File: config.mk
export PLATFORM = sky130hd
export DESIGN_NAME = dcwd_top
export DESIGN_NICKNAME = d
export VERILOG_FILES = /design/src/inc/dcwd_pkg.sv /design/src/hw/dcwd_decode.sv /design/src/hw/dcwd_top.sv
export VERILOG_INCLUDE_DIRS = /design/src /design/src/inc
export SDC_FILE = /design/constraint.sdc
export NUM_CORES = 1
export LEC_CHECK = 0
export BUFFER_PORTS_ARGS = -buffer_cell sky130_fd_sc_hd__buf_2
export CAP_MARGIN = 10
export CELL_PAD_IN_SITES_DETAIL_PLACEMENT = 1
export CELL_PAD_IN_SITES_GLOBAL_PLACEMENT = 2
export CORE_UTILIZATION = 31
export CTS_CLUSTER_DIAMETER = 100
export DETAILED_ROUTE_END_ITERATION = 10
export PLACE_DENSITY = 0.81
export SKIP_LAST_GASP = 1
export SYNTH_ARGS = -nofsm -noshare
export SYNTH_HDL_FRONTEND = slang
export SYNTH_SLANG_ARGS = --single-unit
export TNS_END_PERCENT = 30
File: constraint.sdc
create_clock -name i_clk_sys -period 6.7 [get_ports i_clk_sys]
set_input_delay 2.01 -clock i_clk_sys [delete_from_list [all_inputs] [get_ports i_clk_sys]]
set_output_delay 2.01 -clock i_clk_sys [all_outputs]
set_load 0.005 [all_outputs]
File: src/inc/dcwd_regs.svh
`ifndef DCWD_REGS_SVH
`define DCWD_REGS_SVH
// ==========================================================================
// Register byte addresses
`define DCWD_OFS_CFG3      16'h0bf0
`define DCWD_OFS_CFG2      16'h0bf4
`define DCWD_OFS_CFG1      16'h0bf8
`define DCWD_OFS_CFG0      16'h0bfc
`define DCWD_OFS_CONFIG_CONTROL    16'hf200
`define DCWD_OFS_PARTID    16'hf220
`define DCWD_OFS_KEY       16'hf230
`define DCWD_OFS_WDTCTL    16'hf240
// ==========================================================================
// Field positions in config word 1
`define DCWD_WINSZ_LSB     24
`define DCWD_WDT_FUSE_ENABLE_BIT    23
`define DCWD_WDT_WINDOW_DISABLE_BIT    22
`define DCWD_WDT_POSTSCALE_SELECT_LSB     16
`define DCWD_PRIMARY_OSC_MODE_LSB   8
// Config word 2 and 0
`define DCWD_USB_PLL_ENABLE_BIT    15
`define DCWD_PLLIDIV_LSB   0
`define DCWD_PWP_LSB       10
// Control register bits
`define DCWD_PIN_SELECT_LOCK_BIT    13
`define DCWD_PERIPHERAL_DISABLE_LOCK_BIT   12
`define DCWD_JTAG_PORT_ENABLE_BIT    3
`define DCWD_TEST_DATA_OUT_ENABLE_BIT     0
`define DCWD_CONFIG_CONTROL_MASK   32'h0000300b
// ==========================================================================
// Reset values, reserved masks and decode constants
`define DCWD_CONFIG_CONTROL_RST    32'h0000000b
`define DCWD_KEY_RST       32'h00000000
`define DCWD_CFG1_RSV      32'hfc200000
`define DCWD_PS_MAX        5'h14
`define DCWD_POSC_OFF      2'h3
`endif

File: src/inc/dcwd_pkg.sv
package dcwd_pkg;
   // Window fraction in eighths of the period
   typedef logic [2:0] dcwd_eighths_type;
   typedef logic [4:0] dcwd_div_type;
   typedef enum logic [1:0] {
      DCWD_ST_IDLE = 2'b00,
      DCWD_ST_ACC  = 2'b01
   } dcwd_state_type;
endpackage : dcwd_pkg

File: src/hw/dcwd_decode.sv
`timescale 1ns/1ps
`include "dcwd_regs.svh"
module dcwd_decode
   import dcwd_pkg::*;
(
   input  wire logic [31:0]      i_cfg1,
   input  wire logic [31:0]      i_cfg2,
   output logic      [4:0]       o_ps_exp,
   output dcwd_eighths_type      o_win_eighths,
   output dcwd_div_type          o_pll_div,
   output logic                  o_posc_off
);
   // ======================================================================
   // Field extraction
   wire logic [1:0] win_sz = i_cfg1[`DCWD_WINSZ_LSB +: 2];
   wire logic [4:0] ps_raw = i_cfg1[`DCWD_WDT_POSTSCALE_SELECT_LSB +: 5];
   wire logic [2:0] idiv   = i_cfg2[`DCWD_PLLIDIV_LSB +: 3];
   // Out-of-range codes saturate to the top ratio
   assign o_ps_exp = (ps_raw > `DCWD_PS_MAX) ? `DCWD_PS_MAX : ps_raw;
   // 25, 37.5, 50, 75 percent as eighths
   assign o_win_eighths = (win_sz == 2'h3) ? 3'h2 :
                          (win_sz == 2'h2) ? 3'h3 :
                          (win_sz == 2'h1) ? 3'h4 : 3'h6;
   assign o_pll_div = (idiv == 3'h7) ? 5'h0c :
                      (idiv == 3'h6) ? 5'h0a :
                      (idiv == 3'h5) ? 5'h06 :
                      (idiv == 3'h4) ? 5'h05 :
                      5'({2'h0, idiv} + 5'h01);
   // Flags a config that stops the primary oscillator
   assign o_posc_off = (i_cfg1[`DCWD_PRIMARY_OSC_MODE_LSB +: 2] == `DCWD_POSC_OFF);
endmodule : dcwd_decode

File: src/hw/dcwd_top.sv
// Register access over APB was left to the implementer.
`timescale 1ns/1ps
`include "dcwd_regs.svh"
// How it works
// Window size code 11/10/01/00 gives 25/37.5/50/75 percent.
// Fuse enable forces watchdog on; otherwise software may enable it.
// Window-disable bit 1 means non-window mode, 0 window mode.
// Postscale code n selects ratio two to the power n.
// Postscale codes above 10100 act as 10100.
// PLL divider codes 111/110/101/100 divide by 12/10/6/5.
// Programmer must not set oscillator mode 11 with primary source.
// USB PLL enable bit exists only on some variants.
// Upper two write-protect bits exist only on 256 KB parts.
// Part ID holds 4-bit revision on top, 28-bit identifier below.
// Config control resets to 000b; four lock/enable bits.
// Programmer writes ones to reserved word-1 bits 31:26 and 21.
// Config words load at reset and read back read-only.
module dcwd_top
   import dcwd_pkg::*;
#(
   parameter bit          HAS_USB_PLL  = 1'b1,
   parameter bit          HAS_256K     = 1'b1,
   // Arbitrary neutral identity values
   parameter logic [3:0]  REVISION     = 4'h1,
   parameter logic [27:0] PART_ID      = 28'h0000001,
   parameter int          ADDR_W       = 16
)(
   input  wire logic              i_clk_sys,
   input  wire logic              i_rst_n,
   input  wire logic [31:0]       i_nv_cfg0,
   input  wire logic [31:0]       i_nv_cfg1,
   input  wire logic [31:0]       i_nv_cfg2,
   input  wire logic [31:0]       i_nv_cfg3,
   input  wire logic              i_psel,
   input  wire logic              i_penable,
   input  wire logic              i_pwrite,
   input  wire logic [ADDR_W-1:0] i_paddr,
   input  wire logic [31:0]       i_pwdata,
   input  wire logic [3:0]        i_pstrb,
   output logic      [31:0]       o_prdata,
   output logic                   o_pready,
   output logic                   o_pslverr,
   output logic                   o_wdt_enable,
   output logic                   o_wdt_window_mode,
   output logic      [4:0]        o_wdt_postscale_exp,
   output logic      [2:0]        o_wdt_window_eighths,
   output logic      [4:0]        o_pll_input_divider,
   output logic                   o_usb_pll_enable,
   output logic      [8:0]        o_program_write_protect,
   output logic                   o_posc_disabled,
   output logic                   o_pin_select_lock,
   output logic                   o_peripheral_disable_lock,
   output logic                   o_jtag_port_enable,
   output logic                   o_test_data_out_enable
);
   // Decoder compares the low 16 address bits; any address bits above 15 must be zero
   generate
      if (ADDR_W < 16) begin : g_bad_addr_w
         $error("dcwd_top: ADDR_W must be at least 16");
      end
   endgenerate

   // ======================================================================
   // Configuration image, captured while reset is held
   logic [31:0] cfg_q [4];
   logic [31:0] cfg_d [4];
   wire logic [31:0] nv_in [4];
   assign nv_in[0] = i_nv_cfg0;
   assign nv_in[1] = i_nv_cfg1;
   assign nv_in[2] = i_nv_cfg2;
   assign nv_in[3] = i_nv_cfg3;

   genvar gi;
   generate
      for (gi = 0; gi < 4; gi++) begin : g_cfg
         // Sample is clocked, never an async load of a port
         assign cfg_d[gi] = (!i_rst_n) ? nv_in[gi] : cfg_q[gi];
         always_ff @(posedge i_clk_sys) begin
            cfg_q[gi] <= cfg_d[gi];
         end
      end
   endgenerate

   // Variant masking of unimplemented fields
   wire logic [31:0] cfg2_vis = HAS_USB_PLL ? cfg_q[2] :
                     (cfg_q[2] & ~(32'h1 << `DCWD_USB_PLL_ENABLE_BIT));
   wire logic [31:0] cfg0_vis = HAS_256K ? cfg_q[0] :
                     (cfg_q[0] & ~(32'h3 << (`DCWD_PWP_LSB + 7)));
   // Reserved bits of word 1 read as programmed; ones are expected
   wire logic [31:0] cfg1_vis = cfg_q[1];

   // ======================================================================
   // Decoding
   logic [4:0]       ps_exp;
   dcwd_eighths_type win_e;
   dcwd_div_type     pdiv;
   logic             posc_off;
   dcwd_decode u_decode (
      .i_cfg1        (cfg1_vis),
      .i_cfg2        (cfg2_vis),
      .o_ps_exp      (ps_exp),
      .o_win_eighths (win_e),
      .o_pll_div     (pdiv),
      .o_posc_off    (posc_off)
   );

   // ======================================================================
   // APB slave: one wait state, pready rises in second access cycle
   dcwd_state_type st_q, st_d;
   wire logic setup  = i_psel && !i_penable;
   wire logic access = i_psel && i_penable && (st_q == DCWD_ST_ACC);
   wire logic [15:0] a16 = i_paddr[15:0];
   wire logic hit_c3 = (a16 == `DCWD_OFS_CFG3);
   wire logic hit_c2 = (a16 == `DCWD_OFS_CFG2);
   wire logic hit_c1 = (a16 == `DCWD_OFS_CFG1);
   wire logic hit_c0 = (a16 == `DCWD_OFS_CFG0);
   wire logic hit_cc = (a16 == `DCWD_OFS_CONFIG_CONTROL);
   wire logic hit_id = (a16 == `DCWD_OFS_PARTID);
   wire logic hit_ky = (a16 == `DCWD_OFS_KEY);
   wire logic hit_wc = (a16 == `DCWD_OFS_WDTCTL);
   wire logic upper_ok = (ADDR_W == 16) ? 1'b1 :
                         (i_paddr >> 16) == '0;
   wire logic hit_any = upper_ok && (hit_c3 || hit_c2 || hit_c1 ||
                        hit_c0 || hit_cc || hit_id || hit_ky || hit_wc);
   // Config words and part ID are read-only: writes error
   wire logic ro_hit = hit_c3 || hit_c2 || hit_c1 || hit_c0 || hit_id;
   wire logic bad    = !hit_any || (i_pwrite && ro_hit);
   // Write lands only on the edge that samples pready high
   wire logic wr_ok  = o_pready && i_psel && i_penable && i_pwrite && !bad;
   wire logic [31:0] bmask = {{8{i_pstrb[3]}}, {8{i_pstrb[2]}},
                              {8{i_pstrb[1]}}, {8{i_pstrb[0]}}};

   always_comb begin
      st_d = st_q;
      case (st_q)
         DCWD_ST_IDLE: begin
            if (setup) begin
               st_d = DCWD_ST_ACC;
            end
         end
         DCWD_ST_ACC: begin
            st_d = DCWD_ST_IDLE;
         end
         default: begin
            st_d = DCWD_ST_IDLE;
         end
      endcase
   end

   // ======================================================================
   // Writable registers
   logic [31:0] config_control_q, config_control_d;
   logic [31:0] key_q, key_d;
   logic        sw_wdt_on_q, sw_wdt_on_d;
   assign config_control_d = (wr_ok && hit_cc) ?
      (((config_control_q & ~bmask) | (i_pwdata & bmask)) & `DCWD_CONFIG_CONTROL_MASK)
      : config_control_q;
   assign key_d = (wr_ok && hit_ky) ?
      ((key_q & ~bmask) | (i_pwdata & bmask)) : key_q;
   assign sw_wdt_on_d = (wr_ok && hit_wc && i_pstrb[0]) ?
                        i_pwdata[0] : sw_wdt_on_q;

   // Fuse enable overrides any software clear
   wire logic fuse_on = cfg1_vis[`DCWD_WDT_FUSE_ENABLE_BIT];
   wire logic wdt_en  = fuse_on || sw_wdt_on_q;
   wire logic win_md  = !cfg1_vis[`DCWD_WDT_WINDOW_DISABLE_BIT];

   wire logic [31:0] id_word = {REVISION, PART_ID};
   wire logic [31:0] rd_mux =
      hit_c3 ? cfg_q[3] :
      hit_c2 ? cfg2_vis :
      hit_c1 ? cfg1_vis :
      hit_c0 ? cfg0_vis :
      hit_cc ? config_control_q :
      hit_id ? id_word :
      hit_ky ? key_q :
      hit_wc ? {31'h0, wdt_en} : 32'h0;
   wire logic [31:0] prdata_d = (access && !i_pwrite && !bad) ?
                                rd_mux : 32'h0;

   always_ff @(posedge i_clk_sys) begin
      if (!i_rst_n) begin
         st_q        <= DCWD_ST_IDLE;
         config_control_q    <= `DCWD_CONFIG_CONTROL_RST;
         key_q       <= `DCWD_KEY_RST;
         sw_wdt_on_q <= 1'b0;
      end else begin
         st_q        <= st_d;
         config_control_q    <= config_control_d;
         key_q       <= key_d;
         sw_wdt_on_q <= sw_wdt_on_d;
      end
   end

   // ======================================================================
   // Registered outputs; pready/prdata are valid in the second access cycle
   always_ff @(posedge i_clk_sys) begin
      if (!i_rst_n) begin
         o_pready                  <= 1'b0;
         o_prdata                  <= 32'h0;
         o_pslverr                 <= 1'b0;
         o_wdt_enable              <= 1'b0;
         o_wdt_window_mode         <= 1'b0;
         o_wdt_postscale_exp       <= 5'h0;
         o_wdt_window_eighths      <= 3'h0;
         o_pll_input_divider       <= 5'h0;
         o_usb_pll_enable          <= 1'b0;
         o_program_write_protect   <= 9'h0;
         o_posc_disabled           <= 1'b0;
         o_pin_select_lock         <= 1'b0;
         o_peripheral_disable_lock <= 1'b0;
         o_jtag_port_enable        <= 1'b0;
         o_test_data_out_enable    <= 1'b0;
      end else begin
         o_pready                  <= access;
         o_prdata                  <= prdata_d;
         o_pslverr                 <= access && bad;
         o_wdt_enable              <= wdt_en;
         o_wdt_window_mode         <= win_md;
         o_wdt_postscale_exp       <= ps_exp;
         o_wdt_window_eighths      <= win_e;
         o_pll_input_divider       <= pdiv;
         o_usb_pll_enable          <= cfg2_vis[`DCWD_USB_PLL_ENABLE_BIT];
         o_program_write_protect   <= cfg0_vis[`DCWD_PWP_LSB +: 9];
         o_posc_disabled           <= posc_off;
         o_pin_select_lock         <= config_control_q[`DCWD_PIN_SELECT_LOCK_BIT];
         o_peripheral_disable_lock <= config_control_q[`DCWD_PERIPHERAL_DISABLE_LOCK_BIT];
         o_jtag_port_enable        <= config_control_q[`DCWD_JTAG_PORT_ENABLE_BIT];
         o_test_data_out_enable    <= config_control_q[`DCWD_TEST_DATA_OUT_ENABLE_BIT];
      end
   end
endmodule : dcwd_top

After elaboration in Yosys (flattened, before gate mapping):

Memory sizes are Yosys's and may differ from the RTL's.
Index checks and enable logic that the tools add are counted.

* memories: 1
* output and inout bits: 64
* word-level logic and storage cells: 110
* register bits: 103
* bits in read-only memories: 0
* input port bits: 185
* memory bits (writable): 128
* bits in latches: 0

* equal/unequal tests: 16
* $mul: 0
* bitwise operators: 7
* shifts and indexed selects: 0
* magnitude comparators: 1
* muxes and demuxes: 20
* reduce and logical (&&, ||, !) cells: 39
* add/sub/neg operators: 1
* div/mod/pow operators: 0

Memory list
* cfg_q: depth 4, width 32, rd ports 4, clocked after Yosys merged registers in 0, write ports 4, line dcwd_top.sv:65 `logic [31:0] cfg_q [4];`

Operators by type and width (count)
* two-way mux 32 bit: 11
* AND 32 bit: 2
* equality test 16 x 12 -> 1 bit, second input constant: 4
* equality test 16 bit, second input constant: 4
* inverter 32 bit: 1
* OR 32 bit: 1
* two-way mux 4 bit: 4
* logical AND 1 bit: 15
* AND 14 bit: 1
* OR 14 bit: 1
* equality test 3 bit, second input constant: 4
* logical OR 1 bit: 10
* equality test 2 bit, second input constant: 3
* two-way mux 2 bit: 3
* OR reduction 2 bit: 3
* greater-than comparator 5 bit, second input constant: 1
* zero test 1 bit: 5
* two-way mux 5 bit: 1
* OR reduction 5 bit: 1
* adder 3 x 1 -> 4 bit, second input constant: 1
* AND reduction 2 bit: 2
* OR reduction 4 bit: 1
* OR reduction 3 bit: 1
* equality test 2 x 1 -> 1 bit, second input constant: 1
* 3 further kinds: 3

Logic depth before layout (Yosys ltp):

* depth after elaboration: 14
* depth in mapped cells: 8
* depth with buffers taken out: 5

Hierarchy:

A second synthesis with hierarchy kept.

* cell total of the unflattened synthesis: 659
* area, all modules: 8484.4 µm²

By module, submodules not included
* dcwd_top: sequential area each 5905.7 µm², times used 1, area each 8313.0 µm², cells an instance 635
* dcwd_decode: sequential area each 0.0 µm², times used 1, area each 171.4 µm², cells an instance 24

Worst setup path before layout:

Ideal clock, no wire load.

* path kind: input-to-reg
* start point: input port i_rst_n
* end point: memory cfg_q[0][0] (enable)
* stages: 3
* data arrival time: 5947 ps
* library setup time: 542 ps
* required time: 6158 ps
* buffers on the path: 2
* setup slack: 210 ps
* cell sequence: clkbuf_1 clkinv_1 clkbuf_1

RTL lines
* start, declared: line dcwd_top.sv:29 `input wire logic i_rst_n,`
* end, declared: line dcwd_top.sv:65

Worst setup path after layout:

* start point: input port i_paddr[13]
* end point: register o_prdata[29]

* longest elaborated chain between the ends: 13
* elaborated cells on any way between the ends: 29
* classes of those cells: eq/ne: 8; mux: 7; reduce/logical: 14

Ends and longest elaborated chain
* start, declared: line dcwd_top.sv:37 `input wire logic [ADDR_W-1:0] i_paddr,`
* equality test 16 x 12 -> 1 bit (no line)
* logical OR 1 bit (3 in a row): line dcwd_top.sv:123, dcwd_top.sv:126
* logical OR 1 bit (4 in a row): line dcwd_top.sv:124 `hit_c0 || hit_cc || hit_id || hit_ky || hit_wc);`
* zero test 1 bit: line dcwd_top.sv:127 `wire logic bad = !hit_any || (i_pwrite && ro_hit);`
* logical OR 1 bit: line dcwd_top.sv:127
* zero test 1 bit: line dcwd_top.sv:178 `wire logic [31:0] prdata_d = (access && !i_pwrite && !bad) ?`
* logical AND 1 bit: line dcwd_top.sv:178
* AND reduction 2 bit (no line)
* end signal, assigned: line dcwd_top.sv:216 `o_prdata <= prdata_d;`
* end, declared: line dcwd_top.sv:40 `output logic [31:0] o_prdata,`

Parallel ways exist; a longest one is shown, timed or not.
A chain may end at the register's enable or synchronous reset.

==> parameters.txt <==
Parameter                              Value

Run status
  Result of the run    completed

Synth
  Leading register cell type out of synthesis    edfxtp_1
  Post-synthesis instance area    approximately 8500 um^2
  Async set-reset flop share out of synthesis    0
  Synthesis warning total    0
  Cells taking the most area after synthesis    edfxtp_1 45%, dfxtp_1 24%, a211oi_2 3.7%, mux2_2 3.4%, o21ai_0 3.1%
  Syn Nets    just over 800
  Cell taking the most area after synthesis    edfxtp_1
  Proportion of synthesized chip area in sequential cells    0.692
  Share of the synthesized area in the top cell type    0.452
  FF+latch count, synth    230
  Post-Syn Area per Cell    13.6 um^2
  Most frequent cells after synthesis    128 x edfxtp_1, 102 x dfxtp_1, 61 x nand2_1
  Number of instances in the synthesized netlist    between 600 and 700
  Post-synth EDFFs    around 130
  Most instantiated library cell after synthesis    edfxtp_1
  Unique masters post-synth    47

Global routing
  Total GRT Usage    0.167
  Antenna violations before repair    5
  Number of global-route vias before repair    ~6300
  Remaining Overflow, GRT    0
  Maximum number of pins on one net before global-route repair    111
  Wire length of the first global-routing pass    roughly 36 mm

Drt
  Ratio of routed vias to standard cells    between 4 and 5
  Vias    between 5000 and 6000
  Post-route DRC violation count    0
  Average wire per standard cell    just under 20 um
  Total Routed Length    24.0 mm
  Post-detailed-route count of antenna-violating nets    0
  Initial DRC Count    between 300 and 400
  Drt pass-1 iters    4

Timing
  Max-slew violation count    0
  Sum of negative setup slack    0 ns
  Slew at the pin with the worst max-slew slack    around 1.1 ns
  Unrepaired setup endpoints after global routing    no
  Worst clock skew on the final layout    between 0.01 and 0.015 ns
  Minimum period implied by the final worst setup slack    3.98 ns
  Final Hold Fails    0
  Ratio of final minimum period to clock period    0.594
  Total of endpoints with negative setup slack in the final report    0
  Worst-case headroom to the max-slew limit    0.296
  Maximum achievable frequency    0.251 GHz

Hold path
  Worst hold path depth    1
  HP Class    reg -> reg

Clock tree
  Quantity of hold-fixing buffers added after cts    0
  Number of clock sinks    230
  TritonCTS clock tree    done
  Skew-Pair Late Insertion Delay    roughly 0.54 ns
  Buffer count from post-CTS setup fixing    0
  Buffer levels on the longest clock path    3
  CTS H-Tree Depth    1
  Clock tree root driver cell    clkbuf_16
  CTS Buf Count    27
  Post-CTS clock slew at the launch and capture registers of the worst setup and hold paths    approximately 0.060 ns
  CTS-repair resized insts    0

Run
  Max-cap violations    0

Critical path
  Nature of the critical path endpoint    flop
  Crit path required time    7.07 ns
  Crit-path max FO    15
  Type of element launching the critical path    primary input
  Category of the most critical setup path    in -> reg
  Cells on worst reg2reg path    4
  Endpoint arrival time on the critical path    between 4 and 5 ns

Floorplan
  Boundary Pins    between 200 and 250
  Die X-Extent    about 170 um
  Die Footprint    roughly 28000 um^2
  Effective utilization at floorplan    0.316
  Overall die height    ~170 um
  Rows    60
  Area of the core    27000 um^2

Finish
  Synthesis-to-layout area growth    28.8%
  Net count of the finished layout    roughly 1100
  Layout cell share with drive strength beyond 1    0.407
  Post-route cell area    between 10000 and 15000 um^2
  Final core utilization    0.407

Place
  Count of buffers from port buffering    between 200 and 250
  Routability congestion estimate    approximately 0.77
  Area of placed instances    between 10000 and 15000 um^2
  HPWL reported at the end of detailed placement    around 16 mm

Power and ir drop
  Sequential share of power    0.494
  Fraction of power spent switching nets    0.213
  Portion of total power attributed to the clock network    0.458
  Worst voltage drop across the vdd grid    about 0.15 mV
  Part of the power in combinational logic    0.049
  Power per Cell Area    about 300 nW/um^2
  NetSw    688 uW
  Int Pwr    between 2000 and 3000 uW
  Leak Pwr    roughly 0.0044 uW
[path summary, 6_finish.rpt]
check | startpoint | slack [ns] | endpoint
setup / recovery | i_paddr[13] | 2.72 | o_prdata[29]
hold / removal | st_q[0] | 0.42 | st_q[0]
setup reg to reg | o_pready | 4.72 | flop
hold reg to reg | st_q[0] | 0.42 | st_q[0]
[power by group through the flow]
stage          sequential [uW]  combinational [uW]  clock (uW)
2_1_floorplan             1620                66.7           0
3_3_place_gp              1620                 158           0
3_5_place_dp              1630                 161           0
4_1_cts                   1600                 162        1520
5_1_grt                   1600                 174        1570
6_report                  1600                 158        1480
[placed cells by master, fill, tap and decap left out, types with 7 or more instances in the layout]
cell	n
a211oi_2	25
mux2i_1	23
o21ai_0	52
nand2_1	61
o22ai_1	26
clkbuf_16	27
inv_1	7
a21oi_1	7
nor2_1	30
nand3_1	24
dfxtp_1	102
edfxtp_1	128
nor3_1	7
mux2_2	26
buf_2	247
and2_1	14
[metal layers]
layer	wire length, um	vias up	track usage
li1	-	2818	-
met1	10100	2909	0.211
met2	11500	204	0.285
met3	1780	37	0.0468
met4	459	4	0.0363
met5	33	-	0
[per-stage QoR]
step / setup WS (ns) / std cells / total power, uW / hold slack [ns]
6_report: 2.72 / 1234 / 3240 / 0.424
5_1_grt: 2.66 / 1232 / 3350 / 0.445
4_1_cts: 2.75 / 1231 / 3280 / 0.426
3_5_place_dp: 2.18 / 1181 / 1790 / 0.416
3_3_place_gp: 2.25 / 1181 / 1780 / 0.402
2_1_floorplan: 0.210 / 624 / 1690 / 0.395
[area by class of cell]
class / count / area [um^2]
diodes: 3 / 7.51
clock buffers: 36 / 749
clock inverters: 14 / 153
fillers: 2927 / 16000
inverters: 8 / 35.0
multi-input cells: 350 / 2430
flip-flops and latches: 230 / 5890
well taps: 341 / 427
repair buffers: 252 / 1270
[logic make-up after synthesis]
logic type | Yosys count | share of synthesized area
other | 1 | 0.000441
adder cells (fa/ha/maj) | 4 | 0.00588
buffers and inverters | 44 | 0.0244
multiplexers | 53 | 0.0720
flip-flops | 230 | 0.692
AND/OR/NAND/NOR | 166 | 0.0966
AO/OA/AOI/OAI | 126 | 0.109
[critical path, stage by stage]
cell	delay, ns
buf_2	0.10
nor4b_1	0.42
and4_1	0.34
nand3b_1	0.71
buf_4	0.49
o22ai_1	0.21
a211oi_2	0.05
No activity file was read; power rests on OpenSTA's default activity.
